File: src/aboe_map.vh
/*
 * constants of the arithmetic and bit-operation execute block: operation
 * codes, special file register addresses, reset values and timing counts.
 * assumes it is included by its bare name from the design files.
 */
`ifndef ABOE_MAP_VH
`define ABOE_MAP_VH

// operation codes on op_code
`define ABOE_OP_NOP       3'h0
`define ABOE_OP_ADD_LIT   3'h1
`define ABOE_OP_ADD_REG   3'h2
`define ABOE_OP_AND_LIT   3'h3
`define ABOE_OP_AND_REG   3'h4
`define ABOE_OP_BIT_CLR   3'h5
`define ABOE_OP_BIT_SET   3'h6
`define ABOE_OP_SKIP_CLR  3'h7

// special file register addresses
`define ABOE_ADDR_TIMER   7'h01
`define ABOE_ADDR_PORT_A  7'h05

// destination select values
`define ABOE_DEST_ACC     1'b0
`define ABOE_DEST_FILE    1'b1

// reset values
`define ABOE_RST_BYTE     8'h00
`define ABOE_RST_FLAG     1'b0

// idle cycles after a skip that is taken
`define ABOE_SKIP_IDLE_CYCLES 1

`endif

File: src/aboe_core.v
/*
 * execute stage for add/and with literal or file register, bit clear,
 * bit set and skip-if-bit-clear, with a 128-byte file register array.
 * assumes one instruction per accepted op_valid from a sequencer on the
 * same clock; port a pins arrive asynchronously and are synchronised here.
 */
`include "aboe_map.vh"

module aboe_core #(
  parameter DATA_W = 8,
  parameter ADDR_W = 7
) (
  // clock and reset
  input  wire              clock,
  input  wire              arst_n,
  // instruction request
  input  wire              op_valid,
  input  wire [2:0]        op_code,
  input  wire [ADDR_W-1:0] op_addr,
  input  wire [2:0]        op_bit,
  input  wire              op_dest,
  input  wire [DATA_W-1:0] op_literal,
  output reg               op_ready_r,
  output reg               op_done_r,
  output reg               skip_next_r,
  // configuration
  input  wire              prescaler_to_timer,
  // pins and peripheral side
  input  wire [DATA_W-1:0] port_a_pins,
  output reg  [DATA_W-1:0] port_a_latch_r,
  output reg  [DATA_W-1:0] timer_zero_count_r,
  output reg               prescaler_clear_r,
  // architectural state
  output reg  [DATA_W-1:0] acc_r,
  output reg               carry_flag_r,
  output reg               digit_carry_flag_r,
  output reg               zero_flag_r,
  // file register read-back
  input  wire [ADDR_W-1:0] peek_addr,
  output reg  [DATA_W-1:0] peek_data_r
);

  localparam DEPTH = 1 << ADDR_W;
  localparam [1:0] ST_EXEC = 2'b01;
  localparam [1:0] ST_IDLE = 2'b10;

  reg              rst_meta_r;
  reg              rst_sync_n_r;
  reg [DATA_W-1:0] pins_meta_r;
  reg [DATA_W-1:0] pins_sync_r;
  reg [DATA_W-1:0] file_r [0:DEPTH-1];
  reg [1:0]        state_r;
  reg [1:0]        state_nxt;
  integer          i;

  // reset release through two flops
  always @(posedge clock or negedge arst_n) begin
    if (!arst_n) begin
      rst_meta_r   <= 1'b0;
      rst_sync_n_r <= 1'b0;
    end else begin
      rst_meta_r   <= 1'b1;
      rst_sync_n_r <= rst_meta_r;
    end
  end

  // pins are asynchronous to the core clock
  always @(posedge clock or negedge rst_sync_n_r) begin
    if (!rst_sync_n_r) begin
      pins_meta_r <= `ABOE_RST_BYTE;
      pins_sync_r <= `ABOE_RST_BYTE;
    end else begin
      pins_meta_r <= port_a_pins;
      pins_sync_r <= pins_meta_r;
    end
  end

  wire take = op_valid & op_ready_r;

  // port a reads the pins so a pin held low by the outside world is
  // written back low even where its latch holds one
  reg [DATA_W-1:0] src_f;
  always @* begin
    if (op_addr == `ABOE_ADDR_PORT_A)
      src_f = pins_sync_r;
    else
      src_f = file_r[op_addr];
  end

  // adder shared by both add forms
  wire [DATA_W-1:0] add_b  = (op_code == `ABOE_OP_ADD_LIT) ?
                             op_literal : src_f;
  wire [DATA_W:0]   sum9   = {1'b0, acc_r} + {1'b0, add_b};
  wire [4:0]        sum_lo = {1'b0, acc_r[3:0]} + {1'b0, add_b[3:0]};
  wire [DATA_W-1:0] and_b  = (op_code == `ABOE_OP_AND_LIT) ?
                             op_literal : src_f;
  wire [DATA_W-1:0] and_v  = acc_r & and_b;
  wire [DATA_W-1:0] bit_m  = {{(DATA_W-1){1'b0}}, 1'b1} << op_bit;

  // combinational result selection
  reg [DATA_W-1:0] res;
  reg              wr_acc;
  reg              wr_file;
  reg              upd_cdc;
  reg              upd_z;
  reg              skip;
  always @* begin
    res     = acc_r;
    wr_acc  = 1'b0;
    wr_file = 1'b0;
    upd_cdc = 1'b0;
    upd_z   = 1'b0;
    skip    = 1'b0;
    case (op_code)
      `ABOE_OP_ADD_LIT: begin
        res     = sum9[DATA_W-1:0];
        wr_acc  = 1'b1;
        upd_cdc = 1'b1;
        upd_z   = 1'b1;
      end
      `ABOE_OP_ADD_REG: begin
        res     = sum9[DATA_W-1:0];
        wr_acc  = (op_dest == `ABOE_DEST_ACC);
        wr_file = (op_dest == `ABOE_DEST_FILE);
        upd_cdc = 1'b1;
        upd_z   = 1'b1;
      end
      `ABOE_OP_AND_LIT: begin
        res    = and_v;
        wr_acc = 1'b1;
        upd_z  = 1'b1;
      end
      `ABOE_OP_AND_REG: begin
        res     = and_v;
        wr_acc  = (op_dest == `ABOE_DEST_ACC);
        wr_file = (op_dest == `ABOE_DEST_FILE);
        upd_z   = 1'b1;
      end
      `ABOE_OP_BIT_CLR: begin
        res     = src_f & ~bit_m;
        wr_file = 1'b1;
      end
      `ABOE_OP_BIT_SET: begin
        res     = src_f | bit_m;
        wr_file = 1'b1;
      end
      `ABOE_OP_SKIP_CLR: begin
        skip = ~src_f[op_bit];
      end
      default: begin
        res = acc_r;
      end
    endcase
  end

  // a taken skip turns the following slot into an idle cycle
  always @* begin
    case (state_r)
      ST_EXEC: state_nxt = (take && skip) ? ST_IDLE : ST_EXEC;
      ST_IDLE: state_nxt = ST_EXEC;
      default: state_nxt = ST_EXEC;
    endcase
  end

  always @(posedge clock or negedge rst_sync_n_r) begin
    if (!rst_sync_n_r) begin
      state_r     <= ST_EXEC;
      op_ready_r  <= 1'b0;
      op_done_r   <= 1'b0;
      skip_next_r <= 1'b0;
    end else begin
      state_r     <= state_nxt;
      op_ready_r  <= (state_nxt == ST_EXEC);
      op_done_r   <= take;
      skip_next_r <= take & skip;
    end
  end

  // architectural registers and flags
  always @(posedge clock or negedge rst_sync_n_r) begin
    if (!rst_sync_n_r) begin
      acc_r              <= `ABOE_RST_BYTE;
      carry_flag_r       <= `ABOE_RST_FLAG;
      digit_carry_flag_r <= `ABOE_RST_FLAG;
      zero_flag_r        <= `ABOE_RST_FLAG;
    end else if (take) begin
      if (wr_acc)
        acc_r <= res;
      if (upd_cdc) begin
        carry_flag_r       <= sum9[DATA_W];
        digit_carry_flag_r <= sum_lo[4];
      end
      if (upd_z)
        zero_flag_r <= (res == {DATA_W{1'b0}});
    end
  end

  // file register array with mirrored port a latch and timer count
  always @(posedge clock or negedge rst_sync_n_r) begin
    if (!rst_sync_n_r) begin
      for (i = 0; i < DEPTH; i = i + 1)
        file_r[i] <= `ABOE_RST_BYTE;
      port_a_latch_r     <= `ABOE_RST_BYTE;
      timer_zero_count_r <= `ABOE_RST_BYTE;
      prescaler_clear_r  <= 1'b0;
    end else begin
      prescaler_clear_r <= 1'b0;
      if (take && wr_file) begin
        file_r[op_addr] <= res;
        if (op_addr == `ABOE_ADDR_PORT_A)
          port_a_latch_r <= res;
        if (op_addr == `ABOE_ADDR_TIMER) begin
          timer_zero_count_r <= res;
          prescaler_clear_r  <= prescaler_to_timer;
        end
      end
    end
  end

  // peek shows pins at the port a address, as any read of it would
  always @(posedge clock or negedge rst_sync_n_r) begin
    if (!rst_sync_n_r)
      peek_data_r <= `ABOE_RST_BYTE;
    else if (peek_addr == `ABOE_ADDR_PORT_A)
      peek_data_r <= pins_sync_r;
    else
      peek_data_r <= file_r[peek_addr];
  end

endmodule // aboe_core

File: config.mk
export PLATFORM = sky130hd
export DESIGN_NAME = aboe_core
export DESIGN_NICKNAME = d
export VERILOG_FILES = /design/src/aboe_core.v
export VERILOG_INCLUDE_DIRS = /design/src
export SDC_FILE = /design/constraint.sdc
export NUM_CORES = 2
export LEC_CHECK = 0
export BUFFER_PORTS_ARGS = -buffer_cell sky130_fd_sc_hd__buf_2
export CELL_PAD_IN_SITES_DETAIL_PLACEMENT = 1
export CELL_PAD_IN_SITES_GLOBAL_PLACEMENT = 1
export CORE_MARGIN = 8
export CORE_UTILIZATION = 50
export DETAILED_ROUTE_END_ITERATION = 10
export PLACE_DENSITY = 0.83
export SLEW_MARGIN = 20
export SYNTH_ARGS = -nofsm -noshare
export SYNTH_HDL_FRONTEND = slang
export SYNTH_SLANG_ARGS = --single-unit
File: constraint.sdc
create_clock -name clock -period 42.5 [get_ports clock]
set_clock_uncertainty 0.15 [all_clocks]
set_input_delay 4.25 -clock clock [delete_from_list [all_inputs] [get_ports clock]]
set_output_delay 4.25 -clock clock [all_outputs]
set_load 0.005 [all_outputs]
==> impl_results.md <==
- Syn Area/Cell: 11.0 um2
- Ys flop type: dfrtp_1
- Setup TNS: 0 ns
- Synth Register Bits: 1,083
- Startpoint types: input port
- Maximum number of pins on one net before global-route repair: 171
- Synth top area share: 47.9%
- DR pass1 iterations: 6
- Post-Syn Nets: 5,205
- Hold Path Depth: 0
- 1st-iter DRT viols: 6,236
- Total power draw: 2590 uW
- Hold Violations, Final: 0
- Via/cell ratio: 7.36
- Nets: 5,006
- Boundary Pins: 80
- # resized after CTS: 0
- Area of the multi-input gates: 0.0275 mm2
- Total GRT Usage: 36.3%
- Slew HR: 14.3%
- Final ANT Viol Nets: 0
- RSZ-0062 raised after global routing: false
- Slowest stage delay, CP: 1.06 ns
- FILL cells: 11.6k
- CP Data Required Time: 42.99 ns
- Setup Buffers After CTS: 0
- DP Wirelength: 143 mm
- Buffers & Inverters on Critical Path: 7
- Largest cells by area after synthesis: dfrtp_1 (48%), mux4_2 (17%), o21ai_0 (8.3%)
- Initial Utilization: 50.3%
- Synth warn: 0
- Total gr overflow: 0
- First-pass GRT wire length: 344 mm
- CTS root buf: clkbuf_16
- Maximum vdd drop: 0.0329 mV
- Core Area: 0.112 mm2
- Share of cells above drive strength 1: 20.5%
- Crit-path most repeated cell: buf_4
- Htree depth: 3
- Family with the most delay on the worst path: buffers and inverters
- Initial antenna violation count: 21
- Max Fanout on Critical Path: 99
- Crit path depth: 22
- Post-synth EDFFs: 0
- Achievable Freq: 78.5 MHz
- FF+latch area: 0.0271 mm2
- Final routed DRC violation total: 0
- CP Cell Sequence: buf_8, buf_12, buf_4, inv_2, buf_4, a221oi_1, nor2_1, o311a_1, o311ai_0, a21oi_1, mux2_2, ha_1, o21a_1, a21oi_1, xnor2_1, or2_2, nand2_1, a21boi_0, o21ai_4, buf_4, buf_4, mux2_2
- Ys async rst share: 100%
- Final number of max-transition violations: 0
- Hold Path Class: flop to flop
- Power density cells: 41.9 mW/mm2
- Status: complete, no violations
- LEAKAGE: 0.0262 uW
- PortBufs: 79
- Synth Instances: 5,155
- CTS tree: built
- Routed wire length: 230 mm
- Area after DPL: 0.0577 mm2
- Worst endpoint data arrival time: 13.24 ns
- Vias in the first global route: 51.1k
- Cts hold-fix bufs: 0
- TritonCTS Sinks: 1,083
- Leading area contributor after synthesis: dfrtp_1
- Routability Congestion: 0.948
- Total of max-cap violations: 0
- Hold Worst Slack: 0.201 ns
- CP Class: input port to flop
- Cell area after synthesis: 0.0565 mm2
- Most frequent cells in the layout: dfrtp_1 (1,081), nand2_1 (1,070), o21ai_0 (937), mux4_2 (415), mux2_2 (211)
- Crit path time final: 12.74 ns
- Worst slew pin tran: 1.27 ns
- Crit. End Element: flop
- Clock buffer depth: 3
- Post-synthesis sequential area ratio: 48.0%
- Clock buffer count from CTS: 113
- R2R depth: 19
- Worst-skew pair later-pin latency: 0.74 ns
- DR WL/cell: 35.1 um
- Fin area: 0.0617 mm2
- Commonest non-fill, non-tap cell in the layout: dfrtp_1
- DIE WIDTH: 352 um
- Rows: 123
- DR vias: 48.3k
- Period utilization: 30.0%
- CTS clk-pin slew, worst paths: 0.06 ns
- Crit-path slowest cell: o311ai_0
- Die ar.: 0.124 mm2
- Yosys cell types: 85
- Chip height: 352 um
- Endpoints failing setup: 0
- Area grow syn2layout: 9.12%
report_power, final:
group | leakage (uW) | switching (uW) | internal [uW]
combinational | 0.00931 | 290 | 112
sequential | 0.0150 | 47.7 | 1080
clock | 0.00190 | 442 | 614
layout make-up:
type	count	area share, %
tap	1500	3.04
clock buffer	175	5.51
clock inverter	36	0.769
timing repair buffer	177	2.00
antenna	16	0.0649
sequential	1083	44.0
inverter	16	0.0994
multi-input combinational	3565	44.6
state kept, by name, summed over array words and instances, names as in the netlist, 2 cells and up:
register            count
pins_sync_r             8
pins_meta_r             8
state_r                 2
timer_zero_count_r      8
file_r               1024
port_a_latch_r          8
acc_r                   8
peek_data_r             8
Yosys cell counts (21+ instances only):
master and n:
a21oi_1 116, a221o_1 36, a221oi_1 116, a22o_1 21
a22oi_1 45, a31oi_1 23, buf_1 52, buf_2 86
clkbuf_1 326, dfrtp_1 1082, mux2_2 211, mux2i_1 123
mux4_2 415, nand2_1 1070, nand2b_1 21, nand3_1 29
nor2_1 123, o21ai_0 938, o22ai_1 33
kinds of logic (layout without fill, tap and decap cells):
logic type / after synthesis / in the layout / synth area share (%)
AO/OA/AOI/OAI: 1465 / 1465 / 15.4
XOR/XNOR: 6 / 6 / 0.0930
adder cells (fa/ha/maj): 9 / 9 / 0.213
buffers and inverters: 507 / 404 / 3.82
flip-flops: 1083 / 1083 / 48.0
multiplexers: 752 / 752 / 23.0
other: 1 / 17 / 0.00664
AND/OR/NAND/NOR: 1332 / 1332 / 9.51
per-stage QoR:
stage	utilization [%]	setup slack, ns	instances
floorplan	-	9.93	5155
global placement	51.4	29.27	6339
detailed placement	51.4	29.59	6341
CTS	54.8	30.24	6552
global route	54.9	29.79	6552
finish	54.9	29.76	6568
worst register-to-register path, cell delays in order (launching register included):
cell,delay [ns]
dfrtp_1,0.39
mux2_2,0.27
a221o_1,0.34
a22oi_1,0.35
o22ai_1,0.18
o21ai_0,0.89
a31oi_1,0.61
mux2_2,0.46
ha_1,0.32
a21o_1,0.21
a211o_1,0.29
a21oi_1,0.22
xnor2_1,0.15
or2_2,0.32
nand2_1,0.07
a21boi_0,0.14
o21ai_4,0.18
buf_4,0.41
buf_4,0.87
mux2_2,0.48
path summary, 6_finish.rpt:
| check | endpoint | slack (ns) | start |
|---|---|---|---|
| setup / recovery | file_r[110]$_DFFE_PN0P_ | 29.76 | op_addr[2] |
| hold / removal | pins_sync_r[0]$_DFF_PN0_ | 0.20 | pins_meta_r[0]$_DFF_PN0_ |
| setup reg to reg | file_r[110]$_DFFE_PN0P_ | 35.13 | file_r[394]$_DFFE_PN0P_ |
| hold reg to reg | pins_sync_r[0]$_DFF_PN0_ | 0.20 | pins_meta_r[0]$_DFF_PN0_ |
| max in group asynchronous | file_r[307]$_DFFE_PN0P_ | 38.83 | rst_sync_n_r$_DFF_PN0_ |
| min in group asynchronous | file_r[929]$_DFFE_PN0P_ | 0.21 | rst_sync_n_r$_DFF_PN0_ |
per-layer routing:
metal	wire, um	GRT usage, %	vias to the layer above
met5	217	0.627	-
met4	19600	25.2	20
met3	30500	13.2	1249
met2	101000	53.4	3664
met1	79100	44.6	24700
li1	-	-	18700
Note: power is estimated with default switching activity, not from simulation.
